**src/pmc_pkg.sv**
```systemverilog
`default_nettype none
package pmc_pkg;

  // register byte offsets
  localparam logic [7:0] CLOCK_CONTROL0_OFS        = 8'h00;
  localparam logic [7:0] CLOCK_CONTROL1_OFS        = 8'h04;
  localparam logic [7:0] CLOCK_CONTROL3_OFS        = 8'h08;
  localparam logic [7:0] OSC_CONTROL_OFS           = 8'h0c;
  localparam logic [7:0] PROTECT_REGISTER_OFS      = 8'h10;
  localparam logic [7:0] POWER_STATUS_OFS          = 8'h14;
  localparam logic [7:0] VOLTAGE_POWER_CONTROL_OFS = 8'h34;

  // clock_control0 fields
  localparam int CC0_WAIT_CLK_STOP_LO_BIT = 1;
  localparam int CC0_WAIT_CLK_STOP_HI_BIT = 2;
  localparam int CC0_CRYSTAL_STOP_BIT     = 5;
  localparam int CC0_CPU_DIV8_SEL_BIT     = 6;
  // clock_control1 fields
  localparam int CC1_ALL_CLOCK_STOP_BIT   = 0;
  localparam int CC1_CRYSTAL_PIN_SEL_BIT  = 3;
  localparam int CC1_LOWSPEED_OSC_STOP_BIT = 4;
  localparam int CC1_CPU_DIV_LO_BIT       = 6;
  localparam int CC1_CPU_DIV_HI_BIT       = 7;
  // clock_control3 fields
  localparam int CC3_WAIT_CONTROL_BIT     = 0;
  localparam int CC3_WAKE_NO_DIVIDE_BIT   = 5;
  localparam int CC3_WAKE_CLOCK_SEL_LO_BIT = 6;
  localparam int CC3_WAKE_CLOCK_SEL_HI_BIT = 7;
  // osc_control fields
  localparam int OSC_STOP_IRQ_EN_BIT      = 1;
  localparam int OSC_ONCHIP_CLOCK_SEL_BIT = 2;
  // protect_register fields
  localparam int PROT_CLOCK_WRITE_EN_BIT  = 0;
  localparam int PROT_VOLTAGE_REG_WRITE_EN_BIT = 3;
  // voltage_power_control fields
  localparam int VPC_LOW_POWER_INTERNAL_EN_BIT = 0;
  localparam int VPC_DETECT0_EN_BIT       = 5;
  localparam int VPC_DETECT1_EN_BIT       = 6;
  localparam int VPC_DETECT2_EN_BIT       = 7;
  // power_status fields
  localparam int STAT_IN_WAIT_BIT         = 0;
  localparam int STAT_DETECT1_ACTIVE_BIT  = 1;
  localparam int STAT_DETECT2_ACTIVE_BIT  = 2;
  localparam int STAT_ONCHIP_SOURCE_BIT   = 3;
  localparam int STAT_RATIO_LO_BIT        = 4;
  localparam int STAT_RATIO_HI_BIT        = 8;

  // writable bit masks
  localparam logic [7:0] CC0_MASK  = 8'h66;
  localparam logic [7:0] CC1_MASK  = 8'hd9;
  localparam logic [7:0] CC3_MASK  = 8'he1;
  localparam logic [7:0] OSC_MASK  = 8'h06;
  localparam logic [7:0] PROT_MASK = 8'h09;
  localparam logic [7:0] VPC_MASK  = 8'he1;

  // reset values
  localparam logic [7:0] CC0_RESET  = 8'h00;
  localparam logic [7:0] CC1_RESET  = 8'h00;
  localparam logic [7:0] CC3_RESET  = 8'h00;
  localparam logic [7:0] OSC_RESET  = 8'h04;
  localparam logic [7:0] PROT_RESET = 8'h00;
  localparam logic [7:0] VPC_RESET  = 8'h00;

  // encodings
  localparam logic [1:0] WAIT_STOP_NONE     = 2'h0;
  localparam logic [1:0] WAKE_SEL_PREVIOUS  = 2'h0;
  localparam logic [1:0] WAKE_SEL_CRYSTAL   = 2'h3;
  localparam logic [1:0] STRAP_SETTLE_COUNT = 2'h3;

  // timing
  localparam int CLK_PERIOD_NS          = 4;
  localparam int ENABLE_TO_ACTIVE_NS    = 100000;
  localparam int DET_CNT_W              = 20;
  localparam int DETECT_DELAY_DEFAULT   = (ENABLE_TO_ACTIVE_NS + CLK_PERIOD_NS - 1) / CLK_PERIOD_NS;

  typedef enum logic [1:0] {PMC_RUN, PMC_WAIT, PMC_RESUME} pmc_mode_type;

  // source ticks per processor clock tick
  function automatic logic [4:0] pmc_div_ratio(input logic div8, input logic [1:0] div_code);
    logic [4:0] r;
    r = 5'h01;
    if (div8) begin
      r = 5'h08;
    end else begin
      case (div_code)
        2'h0:    r = 5'h01;
        2'h1:    r = 5'h02;
        2'h2:    r = 5'h04;
        default: r = 5'h10;
      endcase
    end
    return r;
  endfunction

endpackage
`default_nettype wire

```
**src/pmc_div_if.sv**
```systemverilog
`timescale 1ns/1ns
`default_nettype none
interface pmc_div_if;
  logic [4:0] ratio;
  logic       src_tick;
  logic       restart;
  logic       cpu_tick;

  modport ctrl (output ratio, output src_tick, output restart, input cpu_tick);
  modport div  (input ratio, input src_tick, input restart, output cpu_tick);
endinterface
`default_nettype wire

```
**src/pmc_clk_div.sv**
```systemverilog
`timescale 1ns/1ns
`default_nettype none
module pmc_clk_div
  import pmc_pkg::*;
(
  input  wire logic pclk,
  input  wire logic presetn,
  input  wire logic clk_en,
  pmc_div_if.div    div_bus
);

  typedef struct packed {
    logic [4:0] cnt;
    logic       tick;
  } pmc_div_state_type;

  pmc_div_state_type div_reg;
  pmc_div_state_type div_next;

  // count source edges, one tick per full ratio period
  always_comb begin
    div_next      = div_reg;
    div_next.tick = 1'b0;
    if (div_bus.restart) begin
      div_next.cnt = 5'h00;
    end else if (div_bus.src_tick) begin
      if ((div_reg.cnt + 5'h01) >= div_bus.ratio) begin
        div_next.cnt  = 5'h00;
        div_next.tick = 1'b1;
      end else begin
        div_next.cnt = div_reg.cnt + 5'h01;
      end
    end
  end

  always_ff @(posedge pclk or negedge presetn) begin
    if (!presetn) begin
      div_reg <= '{cnt: 5'h00, tick: 1'b0};
    end else if (clk_en) begin
      div_reg <= div_next;
    end
  end

  assign div_bus.cpu_tick = div_reg.tick;

endmodule
`default_nettype wire

```
**src/pmc_top.sv**
```systemverilog
// Operation
// - vpc bit 0 enables internal low power
// - vpc bits 5..7 enable detectors 0..2
// - detectors 1/2 active after enable delay
// - divider: 1,2,4,16 by field, div8 overrides
// - onchip select uses low-speed oscillator as source
// - oscillator ticks kept while not stopped
// - wait stops processor and unprotected watchdog
// - wait stop field gates peripheral clocks
// - wait entered by instruction or control write
// - osc-stop irq enable keeps processor clock
// - ports hold their state during wait
// - wait ends on reset or peripheral interrupt; with peripheral clocks gated, only the async interrupt ends it
// - gated peripherals cannot wake the device
// - interrupt wake clears wait control bit
// - wait entry applies no-divide setting, wake applies wake clock
//
// Decided for this implementation: the APB interface to the registers.
`timescale 1ns/1ns
`default_nettype none
module pmc_top
  import pmc_pkg::*;
#(
  parameter logic [DET_CNT_W-1:0] DETECT_DELAY_CYCLES = DET_CNT_W'(DETECT_DELAY_DEFAULT)
) (
  input  wire logic        pclk,
  input  wire logic        presetn,
  input  wire logic        clk_en,
  input  wire logic        psel,
  input  wire logic        penable,
  input  wire logic        pwrite,
  input  wire logic [7:0]  paddr,
  input  wire logic [31:0] pwdata,
  output logic      [31:0] prdata,
  output logic             pready,
  output logic             pslverr,
  input  wire logic        crystal_clk_in,
  input  wire logic        lowspeed_osc_in,
  input  wire logic        startup_detect_option,
  input  wire logic        detect1_level,
  input  wire logic        detect2_level,
  input  wire logic        periph_irq,
  input  wire logic        async_irq,
  input  wire logic        wait_instr,
  input  wire logic        wdt_protect,
  output logic             cpu_clk_en,
  output logic             wdt_clk_en,
  output logic             periph_clk_en,
  output logic             onchip_osc_clock,
  output logic             detect_sample_clock,
  output logic             low_power_internal_en,
  output logic      [2:0]  detect_en,
  output logic             detect1_active,
  output logic             detect2_active,
  output logic             detect1_flag,
  output logic             detect2_flag,
  output logic             io_hold,
  output logic             in_wait,
  output logic             all_clock_stop,
  output logic             crystal_stop,
  output logic             crystal_pin_sel,
  output logic             onchip_clock_select
);

  typedef struct packed {
    pmc_mode_type           mode;
    logic [7:0]             cc0;
    logic [7:0]             cc1;
    logic [7:0]             cc3;
    logic [7:0]             osc;
    logic [7:0]             prot;
    logic [7:0]             vpc;
    logic [2:0]             xtal_sync;
    logic [2:0]             lso_sync;
    logic [1:0]             strap_sync;
    logic [1:0]             pirq_sync;
    logic [1:0]             airq_sync;
    logic [1:0]             det1_sync;
    logic [1:0]             det2_sync;
    logic [1:0]             strap_wait;
    logic                   strap_done;
    logic [DET_CNT_W-1:0]   det1_cnt;
    logic [DET_CNT_W-1:0]   det2_cnt;
    logic [31:0]            rdata;
    logic                   rerr;
    logic                   cpu_en;
    logic                   wdt_en;
    logic                   src_tick;
    logic                   osc_tick;
  } pmc_state_type;

  localparam pmc_state_type PMC_STATE_RESET = '{
    mode: PMC_RUN, cc0: CC0_RESET, cc1: CC1_RESET, cc3: CC3_RESET, osc: OSC_RESET,
    prot: PROT_RESET, vpc: VPC_RESET, default: '0};

  pmc_state_type st_reg;
  pmc_state_type st_next;

  pmc_div_if div_bus ();

  logic       hit_cc0;
  logic       hit_cc1;
  logic       hit_cc3;
  logic       hit_osc;
  logic       hit_prot;
  logic       hit_stat;
  logic       hit_vpc;
  logic       addr_ok;
  logic       wr_en;
  logic       clk_we;
  logic       volt_we;
  logic       xtal_rise;
  logic       lso_rise;
  logic       wake_req;
  logic       cpu_run;
  logic [1:0] wait_stop;
  logic [4:0] ratio;
  logic [7:0] rd_byte;

  // next detector delay count, restarts whenever enable drops
  function automatic logic [DET_CNT_W-1:0] det_count(input logic en, input logic [DET_CNT_W-1:0] cnt);
    logic [DET_CNT_W-1:0] r;
    r = cnt;
    if (!en) begin
      r = '0;
    end else if (cnt != DETECT_DELAY_CYCLES) begin
      r = cnt + DET_CNT_W'(1);
    end
    return r;
  endfunction

  // address decode and bus qualifiers
  assign hit_cc0  = (paddr == CLOCK_CONTROL0_OFS);
  assign hit_cc1  = (paddr == CLOCK_CONTROL1_OFS);
  assign hit_cc3  = (paddr == CLOCK_CONTROL3_OFS);
  assign hit_osc  = (paddr == OSC_CONTROL_OFS);
  assign hit_prot = (paddr == PROTECT_REGISTER_OFS);
  assign hit_stat = (paddr == POWER_STATUS_OFS);
  assign hit_vpc  = (paddr == VOLTAGE_POWER_CONTROL_OFS);
  assign addr_ok  = hit_cc0 | hit_cc1 | hit_cc3 | hit_osc | hit_prot | hit_stat | hit_vpc;
  assign wr_en    = psel & penable & pwrite;
  assign clk_we   = st_reg.prot[PROT_CLOCK_WRITE_EN_BIT];
  // voltage register guarded by write enable
  assign volt_we  = st_reg.prot[PROT_VOLTAGE_REG_WRITE_EN_BIT];

  // edge detect on second and third stages only
  assign xtal_rise = st_reg.xtal_sync[1] & ~st_reg.xtal_sync[2];
  assign lso_rise  = st_reg.lso_sync[1] & ~st_reg.lso_sync[2];
  assign wait_stop = st_reg.cc0[CC0_WAIT_CLK_STOP_HI_BIT:CC0_WAIT_CLK_STOP_LO_BIT];
  // ratio from div8 and two-bit field
  assign ratio = pmc_div_ratio(st_reg.cc0[CC0_CPU_DIV8_SEL_BIT],
                               st_reg.cc1[CC1_CPU_DIV_HI_BIT:CC1_CPU_DIV_LO_BIT]);

  // gated mode: only async sources wake
  assign wake_req = (wait_stop == WAIT_STOP_NONE) ? st_reg.pirq_sync[1] : st_reg.airq_sync[1];
  // processor clock kept with osc-stop irq enabled
  assign cpu_run  = (st_reg.mode != PMC_WAIT) | st_reg.osc[OSC_STOP_IRQ_EN_BIT];

  // divider hookup
  assign div_bus.ratio    = ratio;
  assign div_bus.src_tick = st_reg.src_tick;
  assign div_bus.restart  = (st_reg.mode == PMC_WAIT) & wake_req;

  pmc_clk_div u_div (
    .pclk    (pclk),
    .presetn (presetn),
    .clk_en  (clk_en),
    .div_bus (div_bus)
  );

  // read data select
  always_comb begin
    rd_byte = 8'h00;
    if (hit_cc0) begin
      rd_byte = st_reg.cc0;
    end else if (hit_cc1) begin
      rd_byte = st_reg.cc1;
    end else if (hit_cc3) begin
      rd_byte = st_reg.cc3;
    end else if (hit_osc) begin
      rd_byte = st_reg.osc;
    end else if (hit_prot) begin
      rd_byte = st_reg.prot;
    end else if (hit_vpc) begin
      rd_byte = st_reg.vpc;
    end
  end

  // next state
  always_comb begin
    st_next = st_reg;
    // synchronisers, first stage feeds second only
    st_next.xtal_sync  = {st_reg.xtal_sync[1:0], crystal_clk_in};
    st_next.lso_sync   = {st_reg.lso_sync[1:0], lowspeed_osc_in};
    st_next.strap_sync = {st_reg.strap_sync[0], startup_detect_option};
    st_next.pirq_sync  = {st_reg.pirq_sync[0], periph_irq};
    st_next.airq_sync  = {st_reg.airq_sync[0], async_irq};
    st_next.det1_sync  = {st_reg.det1_sync[0], detect1_level};
    st_next.det2_sync  = {st_reg.det2_sync[0], detect2_level};

    // read data latched in the setup cycle
    if (psel && !penable) begin
      st_next.rerr  = ~addr_ok;
      st_next.rdata = {24'h000000, rd_byte};
      if (hit_stat) begin
        st_next.rdata[STAT_IN_WAIT_BIT]        = (st_reg.mode != PMC_RUN);
        st_next.rdata[STAT_DETECT1_ACTIVE_BIT] = detect1_active;
        st_next.rdata[STAT_DETECT2_ACTIVE_BIT] = detect2_active;
        st_next.rdata[STAT_ONCHIP_SOURCE_BIT]  = st_reg.osc[OSC_ONCHIP_CLOCK_SEL_BIT];
        st_next.rdata[STAT_RATIO_HI_BIT:STAT_RATIO_LO_BIT] = ratio;
      end
    end

    // register writes
    if (wr_en && hit_prot) begin
      st_next.prot = pwdata[7:0] & PROT_MASK;
    end
    if (wr_en && clk_we && hit_cc0) begin
      st_next.cc0 = pwdata[7:0] & CC0_MASK;
    end
    if (wr_en && clk_we && hit_cc1) begin
      st_next.cc1 = pwdata[7:0] & CC1_MASK;
    end
    if (wr_en && clk_we && hit_cc3) begin
      st_next.cc3 = pwdata[7:0] & CC3_MASK;
    end
    if (wr_en && clk_we && hit_osc) begin
      st_next.osc = pwdata[7:0] & OSC_MASK;
    end
    if (wr_en && volt_we && hit_vpc) begin
      st_next.vpc = pwdata[7:0] & VPC_MASK;
    end

    // detector 0 default caught from strap after release
    if (!st_reg.strap_done) begin
      if (st_reg.strap_wait == STRAP_SETTLE_COUNT) begin
        st_next.strap_done = 1'b1;
        st_next.vpc[VPC_DETECT0_EN_BIT] = ~st_reg.strap_sync[1];
      end else begin
        st_next.strap_wait = st_reg.strap_wait + 2'h1;
      end
    end

    // power mode sequencing
    case (st_reg.mode)
      PMC_RUN: begin
        // entry by instruction or control write
        if (wait_instr || (wr_en && clk_we && hit_cc3 && pwdata[CC3_WAIT_CONTROL_BIT])) begin
          st_next.mode = PMC_WAIT;
          if (st_next.cc3[CC3_WAKE_NO_DIVIDE_BIT]) begin
            st_next.cc0[CC0_CPU_DIV8_SEL_BIT] = 1'b0;
            st_next.cc1[CC1_CPU_DIV_HI_BIT:CC1_CPU_DIV_LO_BIT] = 2'h0;
          end
        end
      end
      PMC_WAIT: begin
        if (wake_req) begin
          st_next.mode = PMC_RESUME;
          // wake clears wait control, a write wins
          if (!(wr_en && clk_we && hit_cc3 && pwdata[CC3_WAIT_CONTROL_BIT])) begin
            st_next.cc3[CC3_WAIT_CONTROL_BIT] = 1'b0;
          end
          if (st_reg.cc3[CC3_WAKE_CLOCK_SEL_HI_BIT:CC3_WAKE_CLOCK_SEL_LO_BIT] == WAKE_SEL_CRYSTAL) begin
            st_next.cc0[CC0_CRYSTAL_STOP_BIT]         = 1'b0;
            st_next.cc1[CC1_CRYSTAL_PIN_SEL_BIT]      = 1'b1;
            st_next.osc[OSC_ONCHIP_CLOCK_SEL_BIT]     = 1'b0;
          end
        end
      end
      PMC_RESUME: begin
        // processor released on first divided edge
        if (div_bus.cpu_tick) begin
          st_next.mode = PMC_RUN;
        end
      end
      default: begin
        st_next.mode = PMC_RUN;
      end
    endcase

    // onchip select keeps low-speed oscillator on
    if (st_next.osc[OSC_ONCHIP_CLOCK_SEL_BIT]) begin
      st_next.cc1[CC1_LOWSPEED_OSC_STOP_BIT] = 1'b0;
    end

    // source edge: oscillator or running crystal
    st_next.src_tick = st_reg.osc[OSC_ONCHIP_CLOCK_SEL_BIT] ?
                       (lso_rise & ~st_reg.cc1[CC1_LOWSPEED_OSC_STOP_BIT]) :
                       (xtal_rise & ~st_reg.cc0[CC0_CRYSTAL_STOP_BIT]);
    st_next.osc_tick = lso_rise & ~st_reg.cc1[CC1_LOWSPEED_OSC_STOP_BIT];
    // processor and unprotected watchdog gated in wait unless osc-stop irq enabled
    st_next.cpu_en   = div_bus.cpu_tick & cpu_run;
    st_next.wdt_en   = div_bus.cpu_tick & (cpu_run | wdt_protect);

    st_next.det1_cnt = det_count(st_reg.vpc[VPC_DETECT1_EN_BIT], st_reg.det1_cnt);
    st_next.det2_cnt = det_count(st_reg.vpc[VPC_DETECT2_EN_BIT], st_reg.det2_cnt);
  end

  always_ff @(posedge pclk or negedge presetn) begin
    if (!presetn) begin
      st_reg <= PMC_STATE_RESET;
    end else if (clk_en) begin
      st_reg <= st_next;
    end
  end

  // bus answers, zero wait states
  assign pready  = 1'b1;
  assign pslverr = psel & penable & st_reg.rerr;
  assign prdata  = st_reg.rdata;

  // clock enables
  assign cpu_clk_en          = st_reg.cpu_en;
  assign wdt_clk_en          = st_reg.wdt_en;
  // peripheral clocks gated by wait stop field
  assign periph_clk_en       = ~((st_reg.mode == PMC_WAIT) & (wait_stop != WAIT_STOP_NONE));
  assign onchip_osc_clock    = st_reg.osc_tick;
  assign detect_sample_clock = st_reg.osc_tick;

  // power and detector outputs
  assign low_power_internal_en = st_reg.vpc[VPC_LOW_POWER_INTERNAL_EN_BIT];
  assign detect_en      = {st_reg.vpc[VPC_DETECT2_EN_BIT], st_reg.vpc[VPC_DETECT1_EN_BIT],
                           st_reg.vpc[VPC_DETECT0_EN_BIT]};
  assign detect1_active = st_reg.vpc[VPC_DETECT1_EN_BIT] & (st_reg.det1_cnt == DETECT_DELAY_CYCLES);
  assign detect2_active = st_reg.vpc[VPC_DETECT2_EN_BIT] & (st_reg.det2_cnt == DETECT_DELAY_CYCLES);
  assign detect1_flag   = detect1_active & st_reg.det1_sync[1];
  assign detect2_flag   = detect2_active & st_reg.det2_sync[1];

  // mode outputs
  // port state held while waiting
  assign io_hold             = (st_reg.mode == PMC_WAIT);
  assign in_wait             = (st_reg.mode != PMC_RUN);
  assign all_clock_stop      = st_reg.cc1[CC1_ALL_CLOCK_STOP_BIT];
  assign crystal_stop        = st_reg.cc0[CC0_CRYSTAL_STOP_BIT];
  assign crystal_pin_sel     = st_reg.cc1[CC1_CRYSTAL_PIN_SEL_BIT];
  assign onchip_clock_select = st_reg.osc[OSC_ONCHIP_CLOCK_SEL_BIT];

endmodule
`default_nettype wire

```
**config.mk**
```make
export PLATFORM = sky130hd
export DESIGN_NAME = pmc_top
export DESIGN_NICKNAME = d
export VERILOG_FILES = /design/src/pmc_pkg.sv /design/src/pmc_div_if.sv /design/src/pmc_clk_div.sv /design/src/pmc_top.sv
export SDC_FILE = /design/constraint.sdc
export NUM_CORES = 1
export LEC_CHECK = 0
export ABC_AREA = 1
export BUFFER_PORTS_ARGS = -buffer_cell sky130_fd_sc_hd__buf_2
export CORE_UTILIZATION = 53
export CTS_BUF_LIST = sky130_fd_sc_hd__clkbuf_8
export CTS_CLUSTER_SIZE = 25
export DETAILED_ROUTE_END_ITERATION = 7
export PLACE_DENSITY = 0.82
export SETUP_SLACK_MARGIN = 0.05
export SLEW_MARGIN = 0
export SYNTH_ARGS = -nofsm -noshare
export SYNTH_HDL_FRONTEND = slang
export SYNTH_SLANG_ARGS = --single-unit
```
**constraint.sdc**
```tcl
create_clock -name pclk -period 1.9 [get_ports pclk]
set_input_delay 0.285 -clock pclk [delete_from_list [all_inputs] [get_ports pclk]]
set_output_delay 0.285 -clock pclk [all_outputs]
set_load 0.02 [all_outputs]
```
# Yosys cells after proc, flatten, opt, wreduce, memory -nomap -nowiden
# Index checks and enable logic that the tools add are counted.
# word_totals
reg_bits	102
latchBits	0
ramBits	0
rom_bits	0
input_bits	55
output_inout_bits	53
wordCells	176
memories	0
# op_classes
add_sub_neg	4
n_mul	0
n_div	0
order_cmp	1
eq_ne	22
n_shift	0
n_mux	52
bitwise	32
n_reduce_logical	33
# ops
cell	count
2-to-1 mux 20 bit	4
2-to-1 mux 8 bit	7
adder 20 x 1 -> 20 bit, second input constant	2
== test 20 x 15 -> 1 bit, second input constant	2
!= test 20 x 15 -> 1 bit, second input constant	2
2-to-1 mux 1 bit	24
AND reduction 2 bit	11
2-to-1 mux 6 bit	3
== test 8 x 4 -> 1 bit, second input constant	2
== test 8 x 5 -> 1 bit, second input constant	2
AND 1 bit	15
2-to-1 mux 5 bit	3
one-hot mux 5 bit (3 select lines)	1
2-to-1 mux 2 bit	6
logical AND 1 bit	10
!= test 2 x 1 -> 1 bit, second input constant	5
2-to-1 mux 9 bit	1
NOT 1 bit	9
== test 2 bit, second input constant	4
== test 8 x 3 -> 1 bit, second input constant	1
== test 8 x 6 -> 1 bit, second input constant	1
logical NOT 8 bit	1
OR 1 bit	8
nonzero test 2 bit	4
other kinds (13)	16

# Logic depth before layout (Yosys ltp)
# Gate-level depths: netlist (run 1).
# depth
word_depth	10
mapped_depth	12
ltp_nobuf	12

# Cells and area by module
# A second synthesis (run 1) with hierarchy kept.
# unflattened
cells_unflattened	914
hier_area_um2	6541.3
# modules_own_cells
mod	n_inst	cells_per_inst	area_each_um2	seq_area_each_um2
pmc_top	1	836	6037.0	2403.6
pmc_clk_div	1	78	504.2	150.1

# Worst setup path before layout (run 1)
# No wires, ideal clock.
# synth_path
kind	flip-flop to flip-flop
startpoint	reg u_div.div_reg[1] (netlist bit)
endpoint	reg u_div.div_reg[1] (netlist bit)
setup_ps	66
arrival_ps	1719
required_ps	1834
setup_slack_ps	115
path_stages_with_launch	10
n_path_buf	0
synth_period_minus_slack_ps	1785
cell_sequence	dfrtp_1 -> ha_1 -> nand3_1 -> xnor2_1 -> ha_1 -> a21oi_1 -> nand4_1 -> nor2_1 -> nand2_1 -> nand2_1
# synth_between
elab_chain_cells	5
# synth_rtl
element	line_no	text
start: declaration	pmc_clk_div.sv:17	pmc_div_state_type div_reg;
start signal: assignment	pmc_clk_div.sv:38	div_reg <= '{cnt: 5'h00, tick: 1'b0};
start signal: assignment	pmc_clk_div.sv:40	div_reg <= div_next;
adder 5 x 1 -> 5 bit *	pmc_clk_div.sv:27, pmc_clk_div.sv:31	
greater-or-equal comparator 5 bit	pmc_clk_div.sv:27	if ((div_reg.cnt + 5'h01) >= div_bus.ratio) begin
2-to-1 mux 5 bit *	pmc_clk_div.sv:27	
2-to-1 mux 6 bit *	pmc_clk_div.sv:26	end else if (div_bus.src_tick) begin
2-to-1 mux 5 bit *	pmc_clk_div.sv:24	if (div_bus.restart) begin
# Mark *: on every way between the ends. The rest lies on a longest branch, timed or not. The select of a mux whose other input is x is not followed.
# A chain may end at the register's enable or synchronous reset.

# Worst setup path after layout (run 1)
# layout_path
startpoint	reg st_reg[58] (netlist bit)
endpoint	out detect1_flag
# layout_between
elab_chain_cells	3
# layout_rtl
element	line_no	text
start: declaration	pmc_top.sv:96	pmc_state_type st_reg;
start signal: assignment	pmc_top.sv:303	st_reg <= st_next;
== test 20 x 15 -> 1 bit	pmc_top.sv:324	assign detect1_active = st_reg.vpc[VPC_DETECT1_EN_BIT] & (st_reg.det1_cnt == DETECT_DELAY_CYCLES);
AND 1 bit	pmc_top.sv:324	
AND 1 bit	pmc_top.sv:326	assign detect1_flag = detect1_active & st_reg.det1_sync[1];
end: declaration	pmc_top.sv:55	output logic detect1_flag,
# No other way between the ends.

==> metrics.md, run 1 <==
| Metric | Value |
|---|---|
| Status | finished, violations left |
| Failing checks | design-rule violations, negative setup slack |
| CP startpoint kind | flop |
| Leak | around 3.4 nW |
| Flops & latches, synth | roughly 100 |
| EDFF count, synth | 0 |
| Global route overflow | 0 |
| Worst hold path startpoint | detect2_level |
| Final WL | between 15000 and 20000 µm |
| Period utilization | 106% |
| Max-slew violation count | 0 |
| Final std cells w/o fill | approximately 1100 |
| ANT nets after route | 0 |
| Worst IR Drop VDD | about 0.85 mV |
| Crit Path Class | reg2out |
| Routability cong. | ~0.90 |
| Antenna cells | 0 |
| Post-synth top area share | 40.1% |
| Unique masters post-synth | 39 |
| List of most frequent post-synthesis cells | 287 x nand2_1, 103 x nor2_1, 101 x dfrtp_1 |
| Die Width | ~110 µm |
| Top post-synthesis cells by area | dfrtp_1 40%, nand2_1 17%, nand3_1 6.2% |
| Count leader, synth | nand2_1 |
| Core box area | approximately 12000 µm² |
| Clock Skews | between 0.01 and 0.015 ns |
| CP Data Required Time | 1.62 ns |
| Cell accounting for the most synthesized area | dfrtp_1 |
| Post-DP Area | about 6700 µm² |
| CTS sink cnt | 102 |
| PwrDens | about 610 nW/µm² |
| Hold Crit Endpoint | st_next[81] |
| Async SR Flop Fraction | 100% |
| Vias | 5945 |
| Via density | around 5.3 |
| Seq/Total Area, Yosys | around two fifths |
| Root Buffer | clkbuf_8 |
| Vias in the first global route | between 5000 and 6000 |
| Worst path max stage delay | around 0.42 ns |
| FMAX | between 0.4 and 0.5 GHz |
| I/O pins | 108 |
| # rows | 39 |
| Drt pass-1 iters | 7 |
| Most used DFF post-synth | dfrtp_1 |
| DRC | 6 |
| Clk_lat worst skew | roughly 0.41 ns |
| FF-to-FF Start | u_div.div_reg[1] |
| Largest net degree at the start of global routing | 46 |
| Avg Synthesized Cell Area | 7.00 µm² |
| CP Buf/Inv Count | 2 |
| Worst reg-to-reg path cell count | 10 |
| TritonCTS clock tree | built |
| H-tree Lvls | 3 |
| Slowest CP cell | dfrtp_1 |
| PnR worst setup slack | -0.110 ns |
| Worst-path clk slew | 0.10 ns |
| # placed instances | about 1100 |
| Top delay family on crit path | simple AND/OR/NAND/NOR gates |
| Port bufs | 59 |
| Layout cells sized above 1 | 17.5% |
| Hold path cells | 3 |
| Tot GR Track Use | between 20 and 30% |
| DR iter-0 viols | just over 400 |
| Clock Tree Buf Depth | 2 |
| Initial antenna violation count | 0 |
| DR WL/cell | ~14 µm |
| Final Util | 63.2% |
| RSZ-0062 raised after global routing | yes |
| Fin. Hold Viols | 0 |
| Mapped Area | 6300 µm² |
| Synth warn | 0 |
| CP cell instances | inv_2, ha_4, nand4_1, nor2_1, nand3_2, nor2_2, buf_6 |
| Num CTS Buffers | 9 |
| Worst Path Max Fanout | 3 |
| R2R setup slack | around 0.070 ns |
| Detailed placement HPWL | roughly 11000 µm |
| Largest register FFs | 65 |
| Mapped Cells | 900 |
| Filler Cells Inserted | between 1000 and 1500 |
| Reg-to-Reg End | u_div.div_reg[3] |
| Nets | ~1000 |
| P&R area growth vs syn | 15.5% |
| Post-Layout Inst Area | around 7300 µm² |
| Data arrival time of the worst path | approximately 1.7 ns |
| Die H | about 110 µm |
| Crit path capture type | output port |
| Worst Hold Class | in2reg |
| Initial Utilization | about 55% |
| First-pass GRT wire length | between 20000 and 30000 µm |
| Tmin final | 2.01 ns |
| Final setup viols | 2 |
| Max cap viols | 0 |
| Die Area | between 10000 and 15000 µm² |
-- how the worst max path moves through the flow --
stage | from | end | slack (ns) | depth (start not counted)
detailed placement | u_div.div_reg[2] | u_div.div_reg[5] | -0.005 | 10
global route | st_reg[58] | detect1_flag | -0.18 | 7
floorplan | u_div.div_reg[1] | u_div.div_reg[1] | 0.12 | 9
global placement | u_div.div_reg[2] | u_div.div_reg[5] | 0.08 | 10
finish | st_reg[58] | detect1_flag | -0.11 | 7
CTS | st_reg[58] | detect1_flag | -0.12 | 7
-- per-layer routing --
metal | wire [µm] | up-vias | global-route usage, %
met5 | 0 | - | 0
li1 | - | 2977 | -
met2 | 7600 | 178 | 44.7
met3 | 778 | 34 | 5.08
met1 | 6720 | 2756 | 32.1
met4 | 429 | 0 | 9.68
-- stage by stage --
stage	setup TNS [ns]	setup WS (ns)	hold WS (ns)	power, W
after CTS	-0.176	-0.124	0.0655	0.00444
after floorplan	0	0.115	-0.0106	0.00287
after detailed placement	-0.00464	-0.00464	0.209	0.00306
final	-0.180	-0.110	0.0797	0.00444
after global routing	-0.763	-0.185	0.0732	0.00464
after global placement	0	0.0813	0.211	0.00305
-- what timing repair did --
item,4_1_cts,5_1_grt
endpoints found under the hold margin,22,0
gates resized for setup,16,37
hold buffers,1,0
buffers inserted,11,12
endpoints found under the setup margin,9,12
pin swaps,11,14
-- area by class of cell --
type / count / area (µm²) / share of cell area, %
Inverter: 97 / 369 / 5.07
Multi-Input combinational cell: 667 / 3280 / 45.1
Clock inverter: 6 / 53.8 / 0.740
Tap cell: 143 / 179 / 2.46
Clock buffer: 10 / 138 / 1.89
Timing Repair Buffer: 105 / 696 / 9.56
Sequential cell: 102 / 2560 / 35.2
-- logic make-up after synthesis --
logic type / count (synthesis) / synth area share [%]
muxes: 1 / 0.179
xor gates and xnor gates: 15 / 2.09
other: 2 / 0.119
and+or+nand+nor: 508 / 33.6
adders and majority gates: 11 / 2.19
buffers and inverters: 153 / 12.0
DFF: 102 / 40.6
AOI/OAI and AO/OA: 108 / 9.22
-- worst min-delay path: cells and delay by family --
family / cells / cell delay (ns)
simple gates: 2 / 0.09
buf+inv: 1 / 0.07
-- report_power, final --
group	switching (W)	internal, W	leakage [nW]
sequential	0.0000697	0.00227	1.35
clock	0.000847	0.000538	0.101
combinational	0.000486	0.000225	1.98
total	0.00140	0.00304	3.44
-- layout by cell type (no fill, tap or decap), types with 7 or more instances in the layout --
cell / n
nand2_1: 281
nor2_1: 100
dfrtp_1: 98
inv_1: 87
nand3_1: 74
o21ai_0: 70
buf_2: 54
buf_4: 44
conb_1: 24
nand4_1: 19
o21ai_1: 12
xor2_1: 11
clkbuf_8: 10
inv_2: 9
nand2_2: 7
a21oi_1: 7
Power figures use the tool's default switching activity.
==> run 2: changes to the inputs <==
==> constraint.sdc (replaced) <==
create_clock -name pclk -period 1.9 [get_ports pclk]
set_input_delay 0.38 -clock pclk [delete_from_list [all_inputs] [get_ports pclk]]
set_output_delay 0.38 -clock pclk [all_outputs]
set_load 0.02 [all_outputs]
==> run 2 against run 1 <==
  * The flow still finishes with violations (design-rule violations, negative setup slack)
  * Clock skew barely moved
  * Critical path depth did not move
  * Total power fell by 2.7%
  * Hold slack improved by 0.11 ns
  * Core utilization rose by 0.45 points
  * Register-to-register slack got worse by 0.09 ns
  * Global-route usage rose by 0.62 points
  * Flip-flop and latch count did not move
  * Critical endpoint unchanged
==> metrics.md, run 2 (same netlist as run 1, synthesis figures left out) <==
| Metric | Value |
|---|---|
| Status | finished, violations left |
| Failing checks | design-rule violations, negative setup slack |
| Largest register FFs | 65 |
| Clock share of power | 29.4% |
| Port bufs | 59 |
| FMAX | ~0.47 GHz |
| DRC | 6 |
| H-tree Lvls | 3 |
| Tmin final | roughly 2.1 ns |
| Drt pass-1 iters | 7 |
| Area of the multi-input gates | 3280 µm² |
| Die Area | ~12000 µm² |
| Worst Path Max Fanout | 3 |
| Crit path capture type | output port |
| Max cap viols | 0 |
| Initial antenna violation count | 0 |
| I/O pins | about 110 |
| Final WL | 15600 µm |
| Commonest non-fill, non-tap cells in the layout | 277 x nand2_1, 99 x nor2_1, 98 x dfrtp_1, 89 x inv_1, 73 x nand3_1 |
| Worst IR Drop VDD | 0.645 mV |
| Sequential share of power | a little over half |
| Tot GR Track Use | between 20% and 30% |
| Die H | between 100 and 150 µm |
| PnR worst setup slack | -0.232 ns |
| Final setup viols | 8 |
| Vias | between 6000 and 7000 |
| Core box area | approximately 12000 µm² |
| Fin. Hold Viols | 0 |
| Detailed placement HPWL | between 10000 and 15000 µm |
| Int Pwr | between 0.002 and 0.003 W |
| Worst Hold Class | in2reg |
| Via density | between 5 and 6 |
| Initial Utilization | between 50 and 60% |
| Post-DP Area | approximately 6700 µm² |
| # placed instances | about 1100 |
| Antenna cells | 0 |
| P&R area growth vs syn | 16.3% |
| TritonCTS clock tree | built |
| Die Width | 111 µm |
| Max-slew violation count | 0 |
| Filler Cells Inserted | between 900 and 1000 |
| Clock Tree Buf Depth | 2 |
| Commonest non-fill, non-tap cell in the layout | nand2_1 |
| Post-Layout Inst Area | between 7000 and 8000 µm² |
| CTS sink cnt | between 100 and 150 |
| Clk_lat worst skew | 0.39 ns |
| PwrDens | ~600 nW/µm² |
| RSZ-0062 raised after global routing | yes |
| Sequential cell area | 2560 µm² |
| Global route overflow | 0 |
| Final std cells w/o fill | 1138 |
| Vias in the first global route | roughly 5700 |
| CP Data Required Time | between 1.5 and 2 ns |
| Largest net degree at the start of global routing | 40 |
| Worst-path clk slew | roughly 0.09 ns |
| Nets | roughly 1100 |
| CP startpoint kind | flop |
| Layout cells sized above 1 | between 10% and 20% |
| Period utilization | 112% |
| DR WL/cell | 13.7 µm |
| First-pass GRT wire length | 26200 µm |
| Combinational Power Share | about 16% |
| Num CTS Buffers | 9 |
| Clock Skews | 0.0132 ns |
| Leak | roughly 3.5 nW |
| Net Sw Power | 0.00134 W |
| # rows | 39 |
| Switch share | between 30% and 40% |
| Root Buffer | clkbuf_8 |
| DR iter-0 viols | just over 500 |
| Data arrival time of the worst path | 1.75 ns |
| ANT nets after route | 0 |
| Final Util | 63.6% |
| Crit Path Class | reg2out |
| Routability cong. | ~0.91 |
[run 2: per-layer routing]
| layer | part of all wire (%) | global-route usage (%) | up-vias | routed length [µm] |
|---|---|---|---|---|
| met2 | 49 | 44.3 | 225 | 7700 |
| met4 | 2.4 | 10.5 | 0 | 379 |
| met5 | 0 | 0 | - | 0 |
| li1 | - | - | 2995 | - |
| met1 | 43 | 33.7 | 2817 | 6660 |
| met3 | 5.6 | 5.58 | 36 | 876 |
[run 2: stage by stage]
step / setup TNS (ns) / hold slack (ns) / power (W) / setup WS (ns)
2_1_floorplan: 0 / 0.0844 / 0.00287 / 0.115
3_3_place_gp: 0 / 0.337 / 0.00305 / 0.0723
3_5_place_dp: -0.196 / 0.338 / 0.00307 / -0.0505
4_1_cts: -0.589 / 0.169 / 0.00433 / -0.231
5_1_grt: -1.32 / 0.173 / 0.00453 / -0.293
6_report: -0.543 / 0.188 / 0.00432 / -0.232
[run 2: what timing repair did]
item | 4_1_cts | 5_1_grt
hold buffers | 1 | 0
setup endpoints to repair | 9 | 25
setup buffers | 17 | 14
gates resized for setup | 25 | 34
pin swaps | 11 | 19
hold endpoints to repair | 28 | 0
[run 2: final timing paths]
path,slack [ns],depth (start not counted),start,endpoint
setup / recovery,-0.23,7,st_reg[58],detect1_flag
hold / removal,0.19,3,detect1_level,st_next[83]
setup reg to reg,-0.02,10,u_div.div_reg[2],u_div.div_reg[4]
hold reg to reg,0.48,2,st_reg[107],st_reg[107]
max in group asynchronous,0.88,3,presetn,onchip_clock_select
min in group asynchronous,0.44,2,presetn,st_reg[78]
[run 2: cell type report]
class / count / share of cell area, %
multi-input cells: 667 / 44.7
flip-flops and latches: 102 / 34.9
repair buffers: 113 / 10.5
inverters: 97 / 5.07
well taps: 143 / 2.44
clock buffers: 9 / 1.69
clock inverters: 7 / 0.666
[run 2: power groups by stage]
stage | clock network [W] | registers, W | logic (W)
floorplan | 0 | 0.00238 | 0.000492
global placement | 0 | 0.00238 | 0.000668
detailed placement | 0 | 0.00239 | 0.000681
CTS | 0.00130 | 0.00234 | 0.000689
global route | 0.00138 | 0.00236 | 0.000788
finish | 0.00127 | 0.00235 | 0.000700
[run 2: worst max-delay path, cell delays in order (launching register included)]
cell	delay [ns]
dfrtp_1	0.41
inv_2	0.08
ha_4	0.12
nand4_1	0.14
nor2_1	0.18
nand3_2	0.17
nor2_2	0.14
buf_6	0.13
